<file path="src/pbcr_pkg.sv">
// Constants for the PHY basic control register bank
package pbcr_pkg;
  localparam int          PBCR_NUM_REGS    = 32;
  localparam logic [4:0]  PBCR_ADDR_CTRL   = 5'h00;
  localparam logic [4:0]  PBCR_ADDR_STAT   = 5'h01;
  localparam logic [4:0]  PBCR_ADDR_XOVER  = 5'h1C;
  localparam logic [4:0]  PBCR_VENDOR_BASE = 5'h10;
  // Control field positions
  localparam int          PBCR_B_RESET     = 15;
  localparam int          PBCR_B_LOOP      = 14;
  localparam int          PBCR_B_SPD_LSB   = 13;
  localparam int          PBCR_B_ANEN      = 12;
  localparam int          PBCR_B_PDOWN     = 11;
  localparam int          PBCR_B_ISO       = 10;
  localparam int          PBCR_B_ANRST     = 9;
  localparam int          PBCR_B_DUPLEX    = 8;
  localparam int          PBCR_B_COLTEST   = 7;
  localparam int          PBCR_B_SPD_MSB   = 6;
  // Writable control bits; bits 5:0 read zero
  localparam logic [15:0] PBCR_CTRL_WMASK  = 16'hFF_C0;
  localparam logic [15:0] PBCR_CTRL_RESET  = 16'h11_00;
  localparam logic [15:0] PBCR_XOVER_RESET = 16'h00_00;
  // Status word fixed part, link bit at 2
  localparam logic [15:0] PBCR_STAT_FIXED  = 16'h79_49;
  localparam int          PBCR_B_LINK      = 2;
  // Speed codes as {bit 6, bit 13}
  localparam logic [1:0]  PBCR_SPD_10      = 2'h0;
  localparam logic [1:0]  PBCR_SPD_100     = 2'h1;
  localparam logic [1:0]  PBCR_SPD_1000    = 2'h2;
  localparam logic [1:0]  PBCR_SPD_RSVD    = 2'h3;
  // Global reset pulse length in cycles
  localparam int          PBCR_GRST_CYC    = 4;
endpackage

</file>
<file path="src/pbcr_regs.sv">
// PHY basic control register bank with mode decode
// Behaviour
// [RULE1] Registers are a 32-entry directly addressed space, 0h-Fh standard and 10h-1Fh vendor.
// [RULE2] Writing one to control bit 15 starts a soft reset and the bit clears itself.
// [RULE3] Writing one to control bit 9 restarts negotiation and the bit clears itself.
// [RULE4] Forced speed {bit6,bit13} decodes 10=1000, 01=100, 00=10 and 11 reserved.
// [RULE5] With negotiation enabled the forced speed bits are ignored for the negotiated speed.
// [RULE6] Negotiation enable defaults to one and its outcome overrides speed and duplex bits.
// [RULE7] Clearing negotiation enable turns off automatic crossover, which then comes from register 1Ch.
// [RULE8] Control bit 11 powers the PHY down and the link status may not update meanwhile.
// [RULE9] The manager treats the link as down while powered down.
// [RULE10] A one-to-zero change of power-down issues an internal global reset.
// [RULE11] The manager waits at least 1 ms after leaving power-down before accessing registers.
// [RULE12] Control bit 10 isolates the PHY from the MAC data interface, default zero.
// [RULE13] Control bit 14 enables loopback, default zero.
// [RULE14] Control bits 5:0 read zero, duplex defaults to full, collision test to off.
`timescale 1ns/1ps
module pbcr_regs
  import pbcr_pkg::*;
(
  input  wire logic        clk_in,
  input  wire logic        rst_in,
  input  wire logic        ce_in,
  input  wire logic [4:0]  reg_addr_in,
  input  wire logic        reg_wr_in,
  input  wire logic        reg_rd_in,
  input  wire logic [15:0] reg_wdata_in,
  output logic      [15:0] reg_rdata_out,
  input  wire logic        spd_strap_in,
  input  wire logic        link_up_in,
  input  wire logic [1:0]  an_speed_in,
  input  wire logic        an_duplex_in,
  output logic             soft_reset_out,
  output logic             an_restart_out,
  output logic             global_reset_out,
  output logic [1:0]       speed_out,
  output logic             duplex_out,
  output logic             speed_rsvd_out,
  output logic             auto_xover_en_out,
  output logic [15:0]      xover_cfg_out,
  output logic             power_down_out,
  output logic             isolate_out,
  output logic             loopback_out,
  output logic             col_test_out
);

  logic [15:0] ctrl_r;
  logic [15:0] ctrl_nxt;
  logic [15:0] xover_r;
  logic        strap_done_r;
  logic        pdown_q_r;
  logic        link_r;
  logic [2:0]  grst_cnt_r;
  logic [15:0] rdata_nxt;
  logic        soft_rst_r;
  logic        an_rst_r;
  // Strap synchroniser stages and filtered level
  logic        strap_s1_r;
  logic        strap_s2_r;
  logic        strap_s3_r;
  logic        strap_sync_r;

  // Register number match, shared by the write and read paths
  function automatic logic addr_is(input logic [4:0] a, input logic [4:0] n);
    return (a == n);
  endfunction

  // Address decode over the 5-bit space
  wire         hit_ctrl   = addr_is(reg_addr_in, PBCR_ADDR_CTRL);            // [RULE1]
  wire         hit_stat   = addr_is(reg_addr_in, PBCR_ADDR_STAT);
  wire         hit_xover  = addr_is(reg_addr_in, PBCR_ADDR_XOVER);           // [RULE1]
  wire         wr_ctrl    = ce_in && reg_wr_in && hit_ctrl;
  wire         wr_xover   = ce_in && reg_wr_in && hit_xover;
  wire         pdown_fall = pdown_q_r && !ctrl_r[PBCR_B_PDOWN];              // [RULE10]
  wire         grst_on    = (grst_cnt_r != 3'd0);
  wire         any_reset  = rst_in || soft_rst_r || grst_on;
  wire         ctrl_clear = rst_in || (ce_in && any_reset);                  // [RULE2] [RULE10]

  // Next control value: writable bits only, self-clearing bits drop after one cycle
  always_comb begin
    ctrl_nxt = ctrl_r;
    ctrl_nxt[PBCR_B_RESET] = 1'b0;                                           // [RULE2]
    ctrl_nxt[PBCR_B_ANRST] = 1'b0;                                           // [RULE3]
    if (wr_ctrl) begin
      ctrl_nxt = reg_wdata_in & PBCR_CTRL_WMASK;                             // [RULE14]
    end
    if (!strap_done_r) begin
      ctrl_nxt[PBCR_B_SPD_MSB] = strap_sync_r;                               // Speed MSB default from strap
    end
  end

  // Control register; soft and global resets return it to defaults
  always_ff @(posedge clk_in) begin
    if (ctrl_clear) begin
      ctrl_r <= PBCR_CTRL_RESET;                                             // [RULE6] [RULE14]
    end else if (ce_in) begin
      ctrl_r <= ctrl_nxt;
    end
  end

  // Strap is taken once, on the first enabled cycle after any reset
  always_ff @(posedge clk_in) begin
    if (ctrl_clear) begin
      strap_done_r <= 1'b0;
    end else if (ce_in) begin
      strap_done_r <= 1'b1;
    end
  end

  // Strap pin synchroniser; no reset so the level is ready when reset ends
  always_ff @(posedge clk_in) begin
    if (ce_in) begin
      strap_s1_r <= spd_strap_in;
      strap_s2_r <= strap_s1_r;
      strap_s3_r <= strap_s2_r;
    end
  end

  // Filtered strap level, moves only when stages two and three agree
  always_ff @(posedge clk_in) begin
    if (ce_in && (strap_s2_r == strap_s3_r)) begin
      strap_sync_r <= strap_s3_r;
    end
  end

  // Crossover register, kept across soft and global resets
  always_ff @(posedge clk_in) begin
    if (rst_in) begin
      xover_r <= PBCR_XOVER_RESET;
    end else if (wr_xover) begin
      xover_r <= reg_wdata_in;                                               // [RULE7]
    end
  end

  // Self-clearing command bits become one-cycle strobes
  always_ff @(posedge clk_in) begin
    if (rst_in) begin
      soft_rst_r <= 1'b0;
      an_rst_r   <= 1'b0;
    end else if (ce_in) begin
      soft_rst_r <= ctrl_r[PBCR_B_RESET];                                    // [RULE2]
      an_rst_r   <= ctrl_r[PBCR_B_ANRST];                                    // [RULE3]
    end
  end

  // Power-down history for exit detection
  always_ff @(posedge clk_in) begin
    if (rst_in) begin
      pdown_q_r <= 1'b0;
    end else if (ce_in) begin
      pdown_q_r <= ctrl_r[PBCR_B_PDOWN];                                     // [RULE10]
    end
  end

  // Global reset counter, loaded on power-down exit
  always_ff @(posedge clk_in) begin
    if (rst_in) begin
      grst_cnt_r <= 3'd0;
    end else if (ce_in) begin
      if (pdown_fall) begin
        grst_cnt_r <= 3'(PBCR_GRST_CYC);                                     // [RULE10]
      end else if (grst_on) begin
        grst_cnt_r <= grst_cnt_r - 3'd1;
      end
    end
  end

  // Link status held while powered down, sampled otherwise
  always_ff @(posedge clk_in) begin
    if (rst_in) begin
      link_r <= 1'b0;
    end else if (ce_in && !ctrl_r[PBCR_B_PDOWN]) begin
      link_r <= link_up_in;                                                  // [RULE8]
    end
  end

  // Read data mux; vendor registers other than 1Ch and unmapped registers read zero
  always_comb begin
    rdata_nxt = 16'h00_00;
    if (hit_ctrl) begin
      rdata_nxt = ctrl_r & PBCR_CTRL_WMASK;                                  // [RULE14]
    end else if (hit_stat) begin
      rdata_nxt = PBCR_STAT_FIXED;
      rdata_nxt[PBCR_B_LINK] = link_r;
    end else if (hit_xover) begin
      rdata_nxt = xover_r;
    end
  end

  // Registered read data, held until the next read
  always_ff @(posedge clk_in) begin
    if (rst_in) begin
      reg_rdata_out <= 16'h00_00;
    end else if (ce_in && reg_rd_in) begin
      reg_rdata_out <= rdata_nxt;
    end
  end

  // Mode decode toward the PHY core
  wire [1:0] forced_spd = {ctrl_r[PBCR_B_SPD_MSB], ctrl_r[PBCR_B_SPD_LSB]};  // [RULE4]
  wire       an_on      = ctrl_r[PBCR_B_ANEN];

  assign speed_out         = an_on ? an_speed_in : forced_spd;               // [RULE5] [RULE6]
  assign duplex_out        = an_on ? an_duplex_in : ctrl_r[PBCR_B_DUPLEX];   // [RULE6]
  assign speed_rsvd_out    = !an_on && (forced_spd == PBCR_SPD_RSVD);        // [RULE4]
  assign auto_xover_en_out = an_on;                                          // [RULE7]
  assign xover_cfg_out     = xover_r;

  // Power and data path controls
  assign power_down_out    = ctrl_r[PBCR_B_PDOWN];                           // [RULE8]
  assign isolate_out       = ctrl_r[PBCR_B_ISO];                             // [RULE12]
  assign loopback_out      = ctrl_r[PBCR_B_LOOP];                            // [RULE13]
  assign col_test_out      = ctrl_r[PBCR_B_COLTEST];

  // Reset and restart strobes toward the core
  assign soft_reset_out    = soft_rst_r;
  assign an_restart_out    = an_rst_r;
  assign global_reset_out  = grst_on && !rst_in;                             // [RULE10]

endmodule

</file>
<file path="config.mk">
export PLATFORM = sky130hd
export DESIGN_NAME = pbcr_regs
export DESIGN_NICKNAME = d
export VERILOG_FILES = /design/src/pbcr_pkg.sv /design/src/pbcr_regs.sv
export SDC_FILE = /design/constraint.sdc
export NUM_CORES = 1
export LEC_CHECK = 0
export BUFFER_PORTS_ARGS = -buffer_cell sky130_fd_sc_hd__buf_2
export CORE_ASPECT_RATIO = 2
export CORE_MARGIN = 2
export CORE_UTILIZATION = 45
export DETAILED_ROUTE_END_ITERATION = 16
export PLACE_DENSITY = 0.75
export REMOVE_ABC_BUFFERS = 1
export SLEW_MARGIN = 25
export SYNTH_ARGS = -nofsm -noshare
export SYNTH_HDL_FRONTEND = slang
export SYNTH_SLANG_ARGS = --single-unit
</file>
<file path="constraint.sdc">
create_clock -name clk_in -period 1.4 [get_ports clk_in]
set_clock_uncertainty 0.1 [all_clocks]
set_input_delay 0.07 -clock clk_in [delete_from_list [all_inputs] [get_ports clk_in]]
set_output_delay 0.07 -clock clk_in [all_outputs]
set_load 0.01 [all_outputs]
</file>
==> impl_metrics.csv, run 1 <==
group,metric,value,unit
critical_path,path_cells,"inv_2, ha_4, nand2b_4, buf_6, nor2b_4, buf_6",
logic_synthesis,synth-seq-area-share,49.6,%
clocking,root_buffer,"clkbuf_8",
critical_path,arrival,1270,ps
logic_synthesis,synth_edf_count,4,
power_and_ir_drop,p_leak,1.39,nW
critical_path,crit_start,"grst_cnt_r[1]$_SDFFE_PP0P_",
logic_synthesis,avgSynthCellArea,8.98,sq um
final_layout,synthToLayoutAreaGrowth,36.0,%
logic_synthesis,netlist.area_leader.share,44.2,%
routing,routed_wl,6120,microns
global_route,grt_first_pass_wirelength,9750,microns
floorplanning,core-area,0.00486,sq mm
clocking,clk_latency,310,ps
clocking,cts_tree,"built",
power_and_ir_drop,power_density,1080,mW/mm^2
final_layout,final_nets,388,
min_path,hold_start,"reg_wr_in",
logic_synthesis,synthXorXnorAreaFrac,0.774,%
routing,vias,2175,
global_route,antenna_found_initial,0,
logic_synthesis,synth_warnings,0,
floorplanning,boundaryPins,75,
power_and_ir_drop,irDropWorstVdd,0.000959,V
logic_synthesis,synth-compound-area-share,14.1,%
final_layout,fillers,443,
place,gp_congestion,0.775,
logic_synthesis,synth.distinct_cells,37,
routing,drc,0,
logic_synthesis,synth_area,0.00226,sq mm
sta,setup_viol,5,
critical_path,r2r_start,"grst_cnt_r[0]$_SDFFE_PP0P_",
floorplanning,die_h,104,microns
routing,drt_pass1_iterations,4,
sta,slew_headroom,78.1,%
critical_path,slowest_stage,"dfxtp_2",
logic_synthesis,yosys-top-cells-area,"dfxtp_1 44%, nand2_1 7.8%, a21oi_1 6.4%",
final_layout,diodes,0,
flow_run,max_cap_violations,0,
logic_synthesis,yosysTopAreaCell,"dfxtp_1",
sta,fmax,0.695,GHz
sta,period_needed,1440,ps
clocking,cts_buffers,5,
place,io_buffers,74,
sta,tightest_slew,327,ps
floorplanning,initial_utilization,46.5,%
run_status,status,"complete, but fails checks",
critical_path,critPathTopFamily,"flip-flops",
sta,finalHoldViolCount,0,
logic_synthesis,netlist_instances,252,
critical_path,crit_top_cell,"buf_6",
critical_path,cp-end-kind,"primary output",
global_route,grt_pass1_vias,2120,
sta,finalWorstSetupSlack,-39.3,ps
floorplanning,dieArea,0.00564,sq mm
logic_synthesis,synth-adder-area-share,1.11,%
logic_synthesis,synthArstFlopShare,0,%
logic_synthesis,synthMuxAreaShare,5.92,%
sta,timing.final.crit_share,103,%
final_layout,final_util,63.2,%
global_route,grt.total_usage,23.0,%
logic_synthesis,ys.flop_type,"dfxtp_1",
run_status,violations,"negative setup slack",
sta,final.setup.tns,-65.3,ps
clocking,path_clk_slew,90,ps
min_path,worstHoldPathType,"in2reg",
place,dp_hpwl,4400,microns
critical_path,cp_num_buf_inv,3,
final_layout,stdcell_area,0.00308,sq mm
logic_synthesis,ys_ff_latch,54,
clocking,htree_num_levels,2,
sta,finalMaxSlewViolations,0,
global_route,grt_max_degree,26,
place,placed_area,0.00275,sq mm
critical_path,path_class,"reg2out",
routing,drt_iter0_drc,53,
critical_path,cp-start-kind,"flip-flop",
critical_path,crit_fanout,3,
critical_path,critPathMaxStageDelay,350,ps
routing,avgViaCountPerCell,5.27,
sta,rsz0062_at_grt,"true",
global_route,grt_overflow_total,0,
floorplanning,row_count,36,
place,place_inst,385,
logic_synthesis,synth_top_family_by_area,"simple AND/OR/NAND/NOR gates",
floorplanning,die_w,54.1,microns
clocking,clock-sinks,54,
final_layout,layout-drive-gt1-share,32.6,%
clocking,clockBufferDepth,2,
routing,ant_nets,0,
sta,whs,19.4,ps
critical_path,crit_required,1230,ps
final_layout,fin_cells,413,
logic_synthesis,synthSimpleGateAreaFrac,23.0,%
routing,wl_per_cell,14.8,microns
==> where the power goes <==
part	switching (mW)	internal, mW	leakage, nW
logic	0.372	0.454	0.910
clock network	0.476	0.357	0.0395
registers	0.0486	1.63	0.444
total	0.897	2.44	1.39
==> cell type report <==
class	instances	area (sq um)	share of cell area (%)
clock buffer	8	80.1	2.60
inverter	4	15.0	0.488
multi-input combinational	177	1050	34.1
sequential	54	1130	36.6
tap	57	71.3	2.32
timing repair buffer	113	734	23.9
==> cell usage after synthesis (5+ instances only) <==
cell / number
a221oi_1: 5
nor2b_1: 5
buf_2: 6
dfxtp_1: 50
nor2_1: 24
clkbuf_1: 5
o31ai_1: 6
mux2i_1: 10
a21oi_1: 29
nand2b_1: 5
nand2_1: 47
==> cells in the final DEF, fill, tap and decap left out, types with 2 or more instances in the layout <==
master,netlist,layout
a211o_1,2,2
a211oi_1,3,2
a21oi_1,29,29
a221oi_1,5,5
a22oi_1,2,2
and2_1,4,4
and3b_1,2,2
and4b_1,3,3
buf_2,6,73
buf_4,1,18
buf_6,3,3
clkbuf_1,5,3
clkbuf_8,0,5
dfxtp_1,50,47
dfxtp_2,0,2
dlygate4sd3_1,0,18
edfxtp_1,4,4
inv_1,4,2
inv_2,0,2
mux2_2,3,3
mux2i_1,10,10
nand2_1,47,47
nand2b_1,5,4
nand3_1,4,4
nand4_1,3,3
nor2_1,24,24
nor2b_1,5,4
nor3_1,4,4
o21ai_0,4,4
o21ai_1,2,2
o31ai_1,6,6
xnor2_1,2,2
==> repair_timing <==
| item | CTS | global route |
|---|---|---|
| pin swaps | 2 | 2 |
| hold buffers | 18 | 0 |
| setup buffers | 1 | 1 |
| resized for setup | 12 | 3 |
| hold endpoints to repair | 25 | 0 |
| endpoints found under the setup margin | 15 | 16 |
==> cell families (layout without fill, tap and decap cells) <==
group / count (synthesis) / after routing
AO/OA/AOI/OAI: 53 / 53
XOR/XNOR: 2 / 2
adder cells (fa/ha/maj): 2 / 2
buffers and inverters: 21 / 125
flip-flops: 54 / 54
multiplexers: 13 / 13
AND/OR/NAND/NOR: 107 / 107
==> registers in the layout, indices dropped and copies added, names as in the netlist <==
| name | count |
|---|---|
| xover_cfg_out | 16 |
| an_restart_out | 1 |
| soft_reset_out | 1 |
| link_r | 1 |
| strap_s3_r | 1 |
| strap_done_r | 1 |
| reg_rdata_out | 16 |
| strap_sync_r | 1 |
| strap_s2_r | 1 |
| strap_s1_r | 1 |
| ctrl_r | 10 |
| grst_cnt_r | 3 |
| pdown_q_r | 1 |
==> tightest hold or removal path, stage by stage <==
cell     delay [ps]
buf_2           150
nand4_1         100
a21oi_1          60
==> final timing paths <==
kind	to	slack (ps)	cells past startpoint
worst min register to register	reg_rdata_out[0]$_SDFFE_PP0P_	350	2
worst min-delay path	ctrl_r[9]$_SDFFE_PP0P_	20	3
worst max-delay path	global_reset_out	-40	6
worst max register to register	ctrl_r[12]$_SDFFE_PP1P_	-10	6
==> per-stage QoR <==
stage / worst slack (ps) / total power, mW
after floorplan: -224 / 1.99
after global placement: 23.2 / 2.24
after detailed placement: -58.4 / 2.27
after CTS: -44.7 / 3.30
after global routing: -106 / 3.49
final: -39.3 / 3.33
==> layer usage <==
metal	up-vias	GRT usage [%]	part of all wire, %
met3	13	2.73	3.5
met2	60	41.5	56
li1	1073	-	-
met1	1029	24.6	38
met4	0	10.7	2.8
met5	-	0	0
No activity file was read; power rests on OpenSTA's default activity.
==> run 2, diff against run 1 <==
Settings changed: GPL_TIMING_DRIVEN from default to 0, PLACE_DENSITY 0.75 to 0.85.
==> impl_metrics.csv, run 2 (same netlist as run 1, synthesis figures left out) <==
group,metric,value,unit
min_path,worstHoldPathType,"in2reg",
critical_path,r2r_start,"grst_cnt_r[0]$_SDFFE_PP0P_",
power_and_ir_drop,p_total,3.68,mW
clocking,htree_num_levels,2,
power_and_ir_drop,power_density,1180,mW/mm^2
critical_path,cp-end-kind,"primary output",
place,io_buffers,74,
routing,vias,2170,
power_and_ir_drop,internal_power,2.74,mW
final_layout,final_util,63.9,%
global_route,grt_util_met1,24.7,%
global_route,met2_usage,38.4,%
floorplanning,core-area,0.00486,sq mm
final_layout,layout-drive-gt1-share,32.1,%
sta,period_needed,1390,ps
place,dp_hpwl,3980,microns
floorplanning,die_w,54.1,microns
critical_path,arrival,1220,ps
global_route,grt.busiest_layer,"met2",
critical_path,path_cells,"inv_2, ha_4, nand2b_4, nor2b_4, buf_6",
clocking,cts_tree,"built",
global_route,grt_first_pass_wirelength,9590,microns
critical_path,crit_fanout,4,
global_route,grt_overflow_total,0,
power_and_ir_drop,irDropWorstVdd,0.000984,V
sta,rsz0062_at_grt,"true",
routing,ant_nets,0,
sta,whs,68.8,ps
sta,setup_viol,0,
place,gp_congestion,0.738,
sta,timing.final.crit_share,99.6,%
power_and_ir_drop,p_leak,1.40,nW
final_layout,final_common_cell,"buf_2",
final_layout,multi_input_area,0.00109,sq mm
sta,finalHoldViolCount,0,
critical_path,crit_path_end,"global_reset_out",
routing,drt_pass1_iterations,4,
floorplanning,boundaryPins,75,
clocking,clockBufferDepth,2,
routing,avgViaCountPerCell,5.38,
clocking,clock-sinks,54,
routing,routed_wl,6050,microns
global_route,grt.total_usage,22.9,%
critical_path,r2r_slack,70,ps
run_status,status,"completed",
sta,slew_headroom,54.7,%
critical_path,crit_required,1230,ps
routing,drc,0,
floorplanning,initial_utilization,46.5,%
sta,tightest_slew,680,ps
floorplanning,row_count,36,
global_route,antenna_found_initial,0,
power_and_ir_drop,p_sw_share,25.4,%
routing,wl_per_cell,15.0,microns
critical_path,critPathMaxStageDelay,350,ps
critical_path,cp_num_buf_inv,2,
routing,drt_iter0_drc,55,
critical_path,cp-start-kind,"flip-flop",
critical_path,rr_endpoint,"ctrl_r[12]$_SDFFE_PP1P_",
critical_path,critPathTopFamily,"flip-flops",
power_and_ir_drop,power_switching,0.933,mW
clocking,clk_latency,320,ps
final_layout,mostFrequentLayoutCells,"71 x buf_2, 47 x nand2_1, 47 x dfxtp_1",
final_layout,fillers,400,
sta,finalMaxSlewViolations,0,
sta,final.setup.tns,0,ps
power_and_ir_drop,power_frac_clock,32.9,%
power_and_ir_drop,pwr-share-seq,45.5,%
final_layout,seq_area,0.00113,sq mm
global_route,grt_max_degree,36,
critical_path,path_class,"reg2out",
floorplanning,die_h,104,microns
power_and_ir_drop,share_comb_of_total_power,21.6,%
floorplanning,dieArea,0.00564,sq mm
final_layout,diodes,0,
clocking,cts_buffers,5,
sta,fmax,0.717,GHz
critical_path,slowest_stage,"dfxtp_2",
flow_run,max_cap_violations,0,
global_route,grt_pass1_vias,2135,
critical_path,crit_start,"grst_cnt_r[0]$_SDFFE_PP0P_",
critical_path,critical_path_depth,5,
global_route,use_met3,4.45,%
final_layout,final_nets,378,
final_layout,synthToLayoutAreaGrowth,37.3,%
clocking,root_buffer,"clkbuf_8",
critical_path,reg2regPathDepth,6,
clocking,path_clk_slew,100,ps
[run 2: cell count changes in the layout (fill, tap and decap cells not counted), sizes merged]
cell,delta
buf,-13
bufinv,+1
dlygate4sd3,+1
dlymetal6s4s,+1
[run 2: power groups by stage]
stage	combinational [mW]	sequential [mW]	clock [mW]
after floorplan	0.297	1.69	0
after global placement	0.456	1.70	0
after detailed placement	0.482	1.70	0
after CTS	0.750	1.67	1.23
after global routing	0.877	1.68	1.27
final	0.795	1.67	1.21
[run 2: what timing repair did]
item | 4_1_cts | 5_1_grt
hold buffers | 20 | 0
endpoints found under the hold margin | 28 | 0
setup buffers | 6 | 4
pin swaps | 3 | 5
gates cloned | 0 | 0
endpoints found under the setup margin | 38 | 17
gates resized for setup | 22 | 6
[run 2: worst min path at each step]
stage / from / end / slack, ps / cells after the start
floorplan: rst_in / grst_cnt_r[2]$_SDFFE_PP0P_ / 40 / 1
global placement: spd_strap_in / strap_s1_r$_DFFE_PP_ / 150 / 1
detailed placement: spd_strap_in / strap_s1_r$_DFFE_PP_ / 150 / 1
CTS: reg_rd_in / reg_rdata_out[1]$_SDFFE_PP0P_ / 70 / 4
global route: reg_addr_in[3] / reg_rdata_out[14]$_SDFFE_PP0P_ / 100 / 4
finish: reg_addr_in[3] / reg_rdata_out[14]$_SDFFE_PP0P_ / 70 / 4
[run 2: tightest hold or removal path, cell delays in order]
cell and delay (ps):
buf_2 110, nor3_4 60, a21oi_1 120, o31ai_1 80
[run 2: cell type report]
cell class / count / area share (%)
Sequential cell: 54 / 36.3
Multi-Input combinational cell: 177 / 35.0
Timing Repair Buffer: 103 / 21.5
Clock buffer: 7 / 3.46
Tap cell: 57 / 2.30
Clock inverter: 1 / 0.967
Inverter: 4 / 0.483
[run 2: per-stage QoR]
| stage | instance area (sq um) | setup slack [ps] | instances |
|---|---|---|---|
| floorplan | 2150 | -224 | 235 |
| global placement | 2590 | -850 | 366 |
| detailed placement | 2590 | -973 | 366 |
| CTS | 3060 | 0.492 | 400 |
| global route | 3110 | -39.1 | 403 |
| finish | 3110 | 6.25 | 403 |
[run 2: metal layers]
metal  share of wire (%)  up-vias
met2                  53       78
li1                    -     1052
met1                  39     1024
met3                 4.1       16
met5                   0        -
met4                 3.4        0
